[src/rtl/owd_consts.vh]
// Constants for the option word decoder: offsets, fields, reset values and counts.
`ifndef OWD_CONSTS_VH
`define OWD_CONSTS_VH

// ----------------------------------------------------------------
// Register byte offsets
// ----------------------------------------------------------------
`define OWD_OFS_CTRL        8'h00
`define OWD_OFS_WORD0       8'h04
`define OWD_OFS_WORD1       8'h08
`define OWD_OFS_STATUS      8'h0C

// ----------------------------------------------------------------
// Option word field positions
// ----------------------------------------------------------------
`define OWD_WORD_W          13
`define OWD_BIT_PERIOD      8
`define OWD_BIT_WDT_N       7
`define OWD_BIT_RANGE       5
`define OWD_BIT_OSC         4
`define OWD_BIT_POWER       3
`define OWD_PROT_HI         2
`define OWD_PROT_LO         0
`define OWD_RSVD_MASK       13'h1E40
`define OWD_PROT_OPEN       3'h7

// ----------------------------------------------------------------
// Control and status fields
// ----------------------------------------------------------------
`define OWD_CTRL_PROG       0
`define OWD_ST_PERIOD       0
`define OWD_ST_WDT_EN       1
`define OWD_ST_RC           2
`define OWD_ST_FAST         3
`define OWD_ST_SLOW         4
`define OWD_ST_POWER        5
`define OWD_ST_PROTECT      6
`define OWD_ST_PROG         7
`define OWD_ST_LOADED       8

// ----------------------------------------------------------------
// Reset values and cycle counts
// ----------------------------------------------------------------
`define OWD_ERASED          13'h1FFF
`define OWD_CTRL_RST        1'b0
`define OWD_DIV_SHORT       2'h1
`define OWD_DIV_LONG        2'h3

`endif

[src/rtl/owd_option_decoder.v]
// Option word decoder with an APB programming port and latched option outputs.
//
// Our own choices: the register addresses and the APB slave port.
`timescale 1ns/10ps
`include "owd_consts.vh"

module owd_option_decoder #(
	parameter WIDTH = 13
) (
	// Clock, reset and enable
	input  wire             pclk,
	input  wire             presetn,
	input  wire             ce,
	// APB programming port
	input  wire             psel,
	input  wire             penable,
	input  wire             pwrite,
	input  wire [7:0]       paddr,
	input  wire [31:0]      pwdata,
	output wire             pready,
	output wire [31:0]      prdata,
	output wire             pslverr,
	// Decoded options
	output wire             instr_period_select,
	output wire             watchdog_enable,
	output wire             rc_clock_mode,
	output wire             fast_crystal_mode,
	output wire             slow_crystal_mode,
	output wire             drive_power_select,
	output wire             code_protect,
	output wire [WIDTH-1:0] customer_code,
	// Derived clock enables
	output wire             instr_cycle_tick,
	output wire             timer_counter_tick
);

	// ----------------------------------------------------------------
	// Declarations
	// ----------------------------------------------------------------
	reg              prog_en_r;
	reg              loaded_r;
	reg              period_r;
	reg              wdt_en_r;
	reg              rc_r;
	reg              fast_r;
	reg              slow_r;
	reg              power_r;
	reg              protect_r;
	reg  [WIDTH-1:0] cust_r;
	reg  [1:0]       div_cnt_r;
	reg  [1:0]       div_cnt_nxt;
	reg              tick_r;
	reg              tick_nxt;
	reg              rd_valid_r;
	reg  [31:0]      prdata_r;
	reg  [31:0]      rdata_nxt;
	reg              slverr_r;
	reg              map_hit;
	wire             setup_ph;
	wire             access_ph;
	wire             wr_done;
	wire             burn_en;
	wire             burn_idx;
	wire [WIDTH-1:0] word0;
	wire [WIDTH-1:0] word1;
	wire [WIDTH-1:0] opt_word;
	wire [2:0]       prot_bits;
	wire [1:0]       div_last;
	wire [31:0]      status_word;

	// ----------------------------------------------------------------
	// Word storage
	// ----------------------------------------------------------------
	// Both words live in their own array, apart from any program store.
	owd_store #(
		.WORDS     (2),
		.WIDTH     (WIDTH)
	) u_store (
		.pclk      (pclk),
		.presetn   (presetn),
		.ce        (ce),
		.burn_en   (burn_en),
		.burn_idx  (burn_idx),
		.burn_data (pwdata[WIDTH-1:0]),
		.word0     (word0),
		.word1     (word1)
	);

	// ----------------------------------------------------------------
	// APB phases
	// ----------------------------------------------------------------
	assign setup_ph  = psel & ~penable;
	assign access_ph = psel & penable;

	// The answer comes once the read data has been captured in setup.
	assign pready  = access_ph & ce & rd_valid_r;
	assign wr_done = pready & pwrite;
	assign prdata  = prdata_r;
	assign pslverr = pready & slverr_r;

	// Words can only be burned while programming mode is open.
	assign burn_en  = wr_done & ~slverr_r & prog_en_r &
		((paddr == `OWD_OFS_WORD0) | (paddr == `OWD_OFS_WORD1));
	assign burn_idx = (paddr == `OWD_OFS_WORD1);

	always @* begin
		case (paddr)
			`OWD_OFS_CTRL,
			`OWD_OFS_WORD0,
			`OWD_OFS_WORD1: map_hit = 1'b1;
			`OWD_OFS_STATUS: map_hit = ~pwrite;
			default: map_hit = 1'b0;
		endcase
	end

	// ----------------------------------------------------------------
	// Read data
	// ----------------------------------------------------------------
	assign status_word = {23'h00_0000,
		loaded_r, prog_en_r, protect_r, power_r,
		slow_r, fast_r, rc_r, wdt_en_r, period_r};

	always @* begin
		rdata_nxt = 32'h0000_0000;
		case (paddr)
			`OWD_OFS_CTRL: begin
				rdata_nxt[`OWD_CTRL_PROG] = prog_en_r;
			end
			`OWD_OFS_WORD0: begin
				// Readback only through the programming mode, never to the core.
				if (prog_en_r) begin
					rdata_nxt[WIDTH-1:0] = word0 | `OWD_RSVD_MASK;
				end
			end
			`OWD_OFS_WORD1: begin
				if (prog_en_r) begin
					rdata_nxt[WIDTH-1:0] = word1;
				end
			end
			`OWD_OFS_STATUS: begin
				rdata_nxt = status_word;
			end
			default: begin
				rdata_nxt = 32'h0000_0000;
			end
		endcase
	end

	always @(posedge pclk or negedge presetn) begin
		if (!presetn) begin
			prdata_r   <= 32'h0000_0000;
			slverr_r   <= 1'b0;
			rd_valid_r <= 1'b0;
		end else if (ce) begin
			if (setup_ph) begin
				prdata_r   <= pwrite ? 32'h0000_0000 : rdata_nxt;
				slverr_r   <= ~map_hit;
				rd_valid_r <= 1'b1;
			end else if (pready) begin
				rd_valid_r <= 1'b0;
			end
		end
	end

	// ----------------------------------------------------------------
	// Control register
	// ----------------------------------------------------------------
	always @(posedge pclk or negedge presetn) begin
		if (!presetn) begin
			prog_en_r <= `OWD_CTRL_RST;
		end else if (ce && wr_done && !slverr_r && (paddr == `OWD_OFS_CTRL)) begin
			prog_en_r <= pwdata[`OWD_CTRL_PROG];
		end
	end

	// ----------------------------------------------------------------
	// Option decode
	// ----------------------------------------------------------------
	assign opt_word  = word0 | `OWD_RSVD_MASK;
	assign prot_bits = opt_word[`OWD_PROT_HI:`OWD_PROT_LO];

	// Decoded outputs are loaded once after reset release and then frozen,
	// so a burn during operation only shows after the next reset.
	always @(posedge pclk or negedge presetn) begin
		if (!presetn) begin
			loaded_r  <= 1'b0;
			period_r  <= 1'b0;
			wdt_en_r  <= 1'b0;
			rc_r      <= 1'b0;
			fast_r    <= 1'b0;
			slow_r    <= 1'b0;
			power_r   <= 1'b0;
			protect_r <= 1'b1;
			cust_r    <= {WIDTH{1'b0}};
		end else if (ce && !loaded_r) begin
			loaded_r  <= 1'b1;
			period_r  <= opt_word[`OWD_BIT_PERIOD];
			wdt_en_r  <= ~opt_word[`OWD_BIT_WDT_N];
			rc_r      <= ~opt_word[`OWD_BIT_OSC];
			// The range bit is ignored for the RC type.
			fast_r    <= opt_word[`OWD_BIT_OSC] & opt_word[`OWD_BIT_RANGE];
			slow_r    <= opt_word[`OWD_BIT_OSC] & ~opt_word[`OWD_BIT_RANGE];
			power_r   <= opt_word[`OWD_BIT_POWER];
			protect_r <= (prot_bits != `OWD_PROT_OPEN);
			cust_r    <= word1;
		end
	end

	assign instr_period_select = period_r;
	assign watchdog_enable     = wdt_en_r;
	assign rc_clock_mode       = rc_r;
	assign fast_crystal_mode   = fast_r;
	assign slow_crystal_mode   = slow_r;
	assign drive_power_select  = power_r;
	assign code_protect        = protect_r;
	assign customer_code       = cust_r;

	// ----------------------------------------------------------------
	// Instruction cycle and timer source divider
	// ----------------------------------------------------------------
	// One tick per instruction cycle; the timer source shares it.
	assign div_last = period_r ? `OWD_DIV_LONG : `OWD_DIV_SHORT;

	always @* begin
		div_cnt_nxt = div_cnt_r + 2'h1;
		tick_nxt    = 1'b0;
		if (div_cnt_r >= div_last) begin
			div_cnt_nxt = 2'h0;
			tick_nxt    = 1'b1;
		end
	end

	always @(posedge pclk or negedge presetn) begin
		if (!presetn) begin
			div_cnt_r <= 2'h0;
			tick_r    <= 1'b0;
		end else if (ce) begin
			if (!loaded_r) begin
				div_cnt_r <= 2'h0;
				tick_r    <= 1'b0;
			end else begin
				div_cnt_r <= div_cnt_nxt;
				tick_r    <= tick_nxt;
			end
		end
	end

	assign instr_cycle_tick   = tick_r;
	assign timer_counter_tick = tick_r;

endmodule // owd_option_decoder

[src/rtl/owd_store.v]
// Non-program storage for the two thirteen-bit configuration words.
`timescale 1ns/10ps
`include "owd_consts.vh"

module owd_store #(
	parameter WORDS = 2,
	parameter WIDTH = 13
) (
	// Clock, reset and enable
	input  wire             pclk,
	input  wire             presetn,
	input  wire             ce,
	// Burn port from the programming side
	input  wire             burn_en,
	input  wire             burn_idx,
	input  wire [WIDTH-1:0] burn_data,
	// Stored words
	output wire [WIDTH-1:0] word0,
	output wire [WIDTH-1:0] word1
);

	// ----------------------------------------------------------------
	// Word cells
	// ----------------------------------------------------------------
	// A burn can only clear bits of an erased word, as a one-time cell does.
	// The cells are not touched by reset: burnt options must survive it so that
	// the decoder can load them on the next reset release. Only power-up finds
	// them erased, so presetn is deliberately left unused here.
	wire [WORDS*WIDTH-1:0] cells;

	genvar i;
	generate
		for (i = 0; i < WORDS; i = i + 1) begin : g_word
			reg  [WIDTH-1:0] cell_r;
			wire [WIDTH-1:0] keep_mask;
			assign keep_mask = (i == 0) ? `OWD_RSVD_MASK : {WIDTH{1'b0}};
			initial begin
				cell_r = `OWD_ERASED;
			end
			always @(posedge pclk) begin
				if (ce && burn_en && (burn_idx == i)) begin
					// Reserved positions of word 0 stay at one.
					cell_r <= cell_r & (burn_data | keep_mask);
				end
			end
			assign cells[i*WIDTH +: WIDTH] = cell_r;
		end
	endgenerate

	assign word0 = cells[WIDTH-1:0];
	assign word1 = cells[2*WIDTH-1:WIDTH];

endmodule // owd_store
[config.mk]
export PLATFORM = sky130hd
export DESIGN_NAME = owd_option_decoder
export DESIGN_NICKNAME = d
export VERILOG_FILES = /design/src/rtl/owd_option_decoder.v /design/src/rtl/owd_store.v
export VERILOG_INCLUDE_DIRS = /design/src /design/src/rtl
export SDC_FILE = /design/constraint.sdc
export NUM_CORES = 1
export LEC_CHECK = 0
export BUFFER_PORTS_ARGS = -buffer_cell sky130_fd_sc_hd__buf_2
export CAP_MARGIN = 20
export CORE_MARGIN = 2
export CORE_UTILIZATION = 45
export CTS_CLUSTER_DIAMETER = 40
export CTS_CLUSTER_SIZE = 20
export DETAILED_ROUTE_END_ITERATION = 8
export PLACE_DENSITY = 0.77
export SLEW_MARGIN = 20
export SYNTH_ARGS = -nofsm -noshare
export SYNTH_HDL_FRONTEND = slang
export SYNTH_SLANG_ARGS = --single-unit
[constraint.sdc]
create_clock -name pclk -period 2.96 [get_ports pclk]
set_input_delay 0 -clock pclk [delete_from_list [all_inputs] [get_ports pclk]]
set_output_delay 0 -clock pclk [all_outputs]
set_load 0.01 [all_outputs]
**Word level (Yosys, flattened, before mapping)**

Index checks and enable logic that the tools add are counted.

- Bits in registers: 85
- Output and inout bits: 56
- Word-level logic and storage cells: 72
- Input bits: 46

- Equality and inequality tests: 4
- Bitwise operators: 22
- Muxes and demuxes: 13
- Reductions and logical operators: 14
- Magnitude comparators: 1
- $add $sub $neg: 1

Operators with widths:

| cell | count |
|---|---|
| $mux W13 | 3 |
| $pmux W12 S3 | 1 |
| $and A13 B13 Y13 | 2 |
| $eq A8 B4 Y1 const B | 2 |
| $and A1 B1 Y1 | 11 |
| $eq A8 B3 Y1 const B | 1 |
| $logic_not A8 Y1 | 1 |
| $not A1 Y1 | 8 |
| $logic_and A1 B1 Y1 | 7 |
| $mux W2 | 3 |
| $mux W1 | 4 |
| $pmux W1 S4 | 1 |
| $reduce_and A2 Y1 | 2 |
| $ne A3 B3 Y1 const B | 1 |
| $reduce_or A3 Y1 | 1 |
| $add A2 B1 Y2 const B | 1 |
| $ge A2 B2 Y1 | 1 |
| $logic_not A1 Y1 | 2 |
| $pmux W1 S2 | 1 |
| $reduce_bool A2 Y1 | 1 |
| $or A1 B1 Y1 | 1 |

**Longest topological paths before layout**

- Depth in word-level cells: 9
- Depth in mapped cells: 6
- Mapped depth without buffers: 5

**By module**

Synthesis repeated with hierarchy kept, for this count alone.

- Cell total of the unflattened synthesis: 256
- Area total of the unflattened synthesis: 2,935.3 um2

Modules (own cells, without submodules):

| module | times used | area each (um2) | sequential area each (um2) | cells each |
|---|---|---|---|---|
| owd_option_decoder | 1 | 2,115.8 | 1,002.2 | 206 |
| owd_store | 1 | 819.5 | 630.6 | 50 |

**Worst setup path before layout**

Ideal clock, no wire load.

- Path type: register -> register
- Start point: reg rd_valid_r
- End point: reg u_store.g_word[1].cell_r[0], in the netlist u_store.word1[0], enable pin
- Required time: 2.558 ns
- Cell stages (with the launch flop): 4
- Clock period less this slack: 2.198 ns
- Buffers on the path: 0
- Setup time: 0.402 ns
- Arrival time: 1.796 ns
- Setup slack: 0.762 ns
- Path through: dfrtp_1 > and4_1 > nand4_1 > nor3b_1

- Longest elaborated chain between the ends: 7

Ends and longest elaborated chain:

| item | line | RTL |
|---|---|---|
| from (decl) | owd_option_decoder.v:54 | `reg rd_valid_r;` |
| from (signal assigned) | owd_option_decoder.v:153 | `rd_valid_r <= 1'b0;` |
| from (signal assigned) | owd_option_decoder.v:158 | `rd_valid_r <= 1'b1;` |
| from (signal assigned) | owd_option_decoder.v:160 | `rd_valid_r <= 1'b0;` |
| $and A1 B1 Y1 | owd_option_decoder.v:96 | `assign pready = access_ph & ce & rd_valid_r;` |
| via pready | owd_option_decoder.v:20 | `output wire pready,` |
| $and A1 B1 Y1 | owd_option_decoder.v:97 | `assign wr_done = pready & pwrite;` |
| $and A1 B1 Y1 (3 in a row) | owd_option_decoder.v:102 | `assign burn_en = wr_done & ~slverr_r & prog_en_r &` |
| $logic_and A1 B1 Y1 (2 in a row) | owd_store.v:41 | `if (ce && burn_en && (burn_idx == i)) begin` |
| to (signal assigned) | owd_store.v:43 | `cell_r <= cell_r & (burn_data \| keep_mask);` |
| to (decl) | owd_store.v:34 | `reg [WIDTH-1:0] cell_r;` |

The timed path passes the listed nets, and every way through them passes these cells.
A chain may end at the register's enable or synchronous reset.

**Worst setup path in the final report**

- Start point: in ce
- End point: reg prdata_r[0], in the netlist prdata[0]

- Longest elaborated chain between the ends: 1

Ends and longest elaborated chain:

| item | line | RTL |
|---|---|---|
| from (decl) | owd_option_decoder.v:13 | `input wire ce,` |
| $reduce_and A2 Y1 (no source line) | n/a |  |
| to (signal assigned) | owd_option_decoder.v:156 | `prdata_r <= pwrite ? 32'h0000_0000 : rdata_nxt;` |
| to (decl) | owd_option_decoder.v:55 | `reg [31:0] prdata_r;` |

Every way passes these cells.

==> impl_metrics.ini <==
[grt]
grt_start_max_net_pins = 41
grt_overflow = 0
grtUsageTotal_pct = 19.9
wire_length_of_the_first_global_routing_pass_um = 9870
antenna_found_initial = 0
vias_in_the_first_global_route = 2042

[routing]
average_detailed_routed_wire_length_per_instance_um = 15.2
route.detailed.vias_per_inst = 5.12
drt-initial-drc-count = 159
drt_pass1_iterations = 4
antenna_violating_nets_left = 0
dr_total_vias = 2064
route.detailed.drc = 0
wirelength_um = 6120

[sta]
finalHoldViolations = 0
timing.final.crit_period_ns = 2.04
setup_violations = 0
largest_clock_skew_in_the_final_design_ns = 0.0110
maxSlewHeadroom_pct = 37.5
setup_total_negative_slack_ns = 0
fmax_mhz = 491
tightestPinTransition_ns = 0.937
layout_worst_path_cycle_share_pct = 68.8
final-max-slew-violation-count = 0
hold_slack_ns = 0.0882
grt_setup_unrepaired = no

[run]
timing.max_cap.violations = 0

[logic_synthesis]
synth.yosys.warnings = 0
ys_seq_elements = 61
syn_area_per_cell_um2 = 11.6
ys_dominant_reg_cell = sky130_fd_sc_hd__dfrtp_1
netlist_instances = 241
syn_area_um2 = 2790
synth.distinct_cells = 42
synth_sequential_area_ratio_pct = 58.5
number_of_flops_mapped_to_enable_cells_by_yosys = 21
ys_async_sr_fraction_pct = 65.6

[worst_setup_path]
worstSetupEndpointType = register
cp_max_fo = 23
worst_flop_to_flop_path_startpoint = prog_en_r$_DFFE_PN0P_
timing.reg2reg.setup_slack_ns = 1.20
criticalPathCategory = primary input to register
reg2reg_depth = 4
worstPathRequired_ns = 3.23
cp.arrival_ns = 2.31
launching_element_type_of_the_critical_path = primary input
crit_start = ce

[clocking]
post_cts_setup_driven_buffer_insertion_count = 0
ctsHoldBuffers = 18
cts.sinks = 61
clockBufferDepth = 2
h_tree_lvl_count = 3
cts-resized-gates = 0
clk-insertion-delay-late_ns = 0.33
clkSlewWorstSetupHoldPaths_ns = 0.07
cts_buffers = 9
clk_root_buffer_cell = sky130_fd_sc_hd__clkbuf_8
cts_tree = done

[power_and_ir_drop]
ir_drop_uv = 355
power.static_leakage_uw = 0.00164
power-per-cell-area_nw_per_um2 = 577

[min_path]
min-delay-path-class = primary input to register
hold_start = paddr[4]
worst_hold_path.num_cells = 5

[placement]
dpl-instance-area_um2 = 3090
gp_routability_congestion = 0.775
dp_hpwl_um = 4020
port_buffers = 63

[final_layout]
stdcell_area_um2 = 3500
mostFrequentLayoutCells = sky130_fd_sc_hd__buf_2 (63), sky130_fd_sc_hd__dfrtp_1 (39), sky130_fd_sc_hd__nand2_1 (25)
finalNetCount = 370
area_delta_synth_final_pct = 25.5
most_common_cell_after_layout_fill_and_taps_aside = sky130_fd_sc_hd__buf_2
post_route_cells_drive_above_1_share_pct = 29.0
antenna-diode-count = 0

[floorplan]
floorplan.rows = 28
design.core.area_um2 = 5960
floorplan.die.width_um = 82.7
io_pins = 102
die_area_um2 = 6840
initial_standard_cell_utilization_of_the_core_pct = 46.8
die_h_um = 82.7

[status]
run_status = finished clean
-- critical path: stages --
cell and delay (ns):
sky130_fd_sc_hd__dlygate4sd3_1 0.52, sky130_fd_sc_hd__buf_2 0.21, sky130_fd_sc_hd__nand2_1 0.08, sky130_fd_sc_hd__or2_1 0.51, sky130_fd_sc_hd__o41ai_1 0.40, sky130_fd_sc_hd__dlygate4sd3_1 0.59
-- cell families after synthesis --
kind of cell / after synthesis / share of synthesized area, %
AO/OA/AOI/OAI: 49 / 10.7
adder cells (fa/ha/maj): 1 / 0.449
buffers and inverters: 37 / 8.16
flip-flops: 61 / 58.5
multiplexers: 15 / 6.06
other: 1 / 0.134
AND/OR/NAND/NOR: 77 / 15.9
-- metal layers --
| metal | part of all wire, % | vias up | GRT usage (%) |
|---|---|---|---|
| met5 | 0 | - | 0 |
| met4 | 0.47 | 0 | 7.54 |
| met3 | 8.9 | 4 | 6.74 |
| met2 | 47 | 82 | 30.5 |
| met1 | 43 | 1007 | 26.2 |
| li1 | - | 971 | - |
-- power breakdown --
group / internal, uW / switching [uW] / total, uW
sequential: 919 / 30.8 / 950
clock: 518 / 315 / 832
combinational: 108 / 128 / 236
total: 1540 / 473 / 2020
-- sequential cells by signal, indices dropped and copies added, names as in the netlist --
name and cells:
loaded_r 1, div_cnt_r 2, prog_en_r 1, u_store.word1 13, customer_code 13, u_store.word0 8, rd_valid_r 1, prdata 13
slow_crystal_mode 1, slverr_r 1, fast_crystal_mode 1, rc_clock_mode 1, instr_cycle_tick 1, instr_period_select 1, watchdog_enable 1, code_protect 1
drive_power_select 1
-- through the flow --
| step | utilization, % | total power (uW) | instances | setup WS, ns |
|---|---|---|---|---|
| finish | 58.8 | 2020 | 403 | 0.923 |
| global route | 58.8 | 2110 | 403 | 0.691 |
| CTS | 58.7 | 2030 | 403 | 0.961 |
| detailed placement | 51.9 | 1190 | 369 | 1.10 |
| global placement | 51.9 | 1180 | 369 | 1.13 |
| floorplan | - | 1120 | 259 | 0.762 |
-- cell type report --
cell class              instances  area, um^2
fillers                       528        2460
flip-flops and latches         61        1630
multi-input cells             161        1000
repair buffers                 85         526
clock buffers                  12         155
well taps                      75        93.8
clock inverters                 4        70.1
inverters                       5        18.8
-- final timing paths --
| path | to |
|---|---|
| min in group asynchronous | customer_code[6]$_DFFE_PN0P_ |
| max in group asynchronous | prdata[12]$_DFFE_PN0P_ |
| min | slverr_r$_DFFE_PN0P_ |
| min reg2reg | rd_valid_r$_DFFE_PN0P_ |
| max reg2reg | u_store.word1[11]$_DFFE_PP_ |
| max | prdata[0]$_DFFE_PN0P_ |
-- Yosys cell counts (2+ instances only) --
cell type | instances | area, um^2
sky130_fd_sc_hd__dfrtp_1 | 39 | 976
sky130_fd_sc_hd__nand2_1 | 25 | 93.8
sky130_fd_sc_hd__and2_1 | 22 | 138
sky130_fd_sc_hd__edfxtp_1 | 21 | 631
sky130_fd_sc_hd__buf_4 | 20 | 150
sky130_fd_sc_hd__a21oi_1 | 15 | 75.1
sky130_fd_sc_hd__o21ai_1 | 12 | 60.1
sky130_fd_sc_hd__mux2_1 | 9 | 101
sky130_fd_sc_hd__clkbuf_1 | 8 | 30.0
sky130_fd_sc_hd__a22o_1 | 6 | 52.6
sky130_fd_sc_hd__and3_1 | 6 | 37.5
sky130_fd_sc_hd__mux2_2 | 6 | 67.6
sky130_fd_sc_hd__inv_1 | 5 | 18.8
sky130_fd_sc_hd__nor2_1 | 4 | 15.0
sky130_fd_sc_hd__o31ai_1 | 4 | 30.0
sky130_fd_sc_hd__nand2b_1 | 3 | 18.8
sky130_fd_sc_hd__nor2b_1 | 3 | 18.8
sky130_fd_sc_hd__o21ai_0 | 3 | 15.0
sky130_fd_sc_hd__a21o_1 | 2 | 15.0
sky130_fd_sc_hd__a31oi_1 | 2 | 12.5
sky130_fd_sc_hd__buf_2 | 2 | 10.0
sky130_fd_sc_hd__nand4b_1 | 2 | 17.5
sky130_fd_sc_hd__o22ai_1 | 2 | 12.5
sky130_fd_sc_hd__o41ai_1 | 2 | 17.5
(Power assumes the default switching activity.)
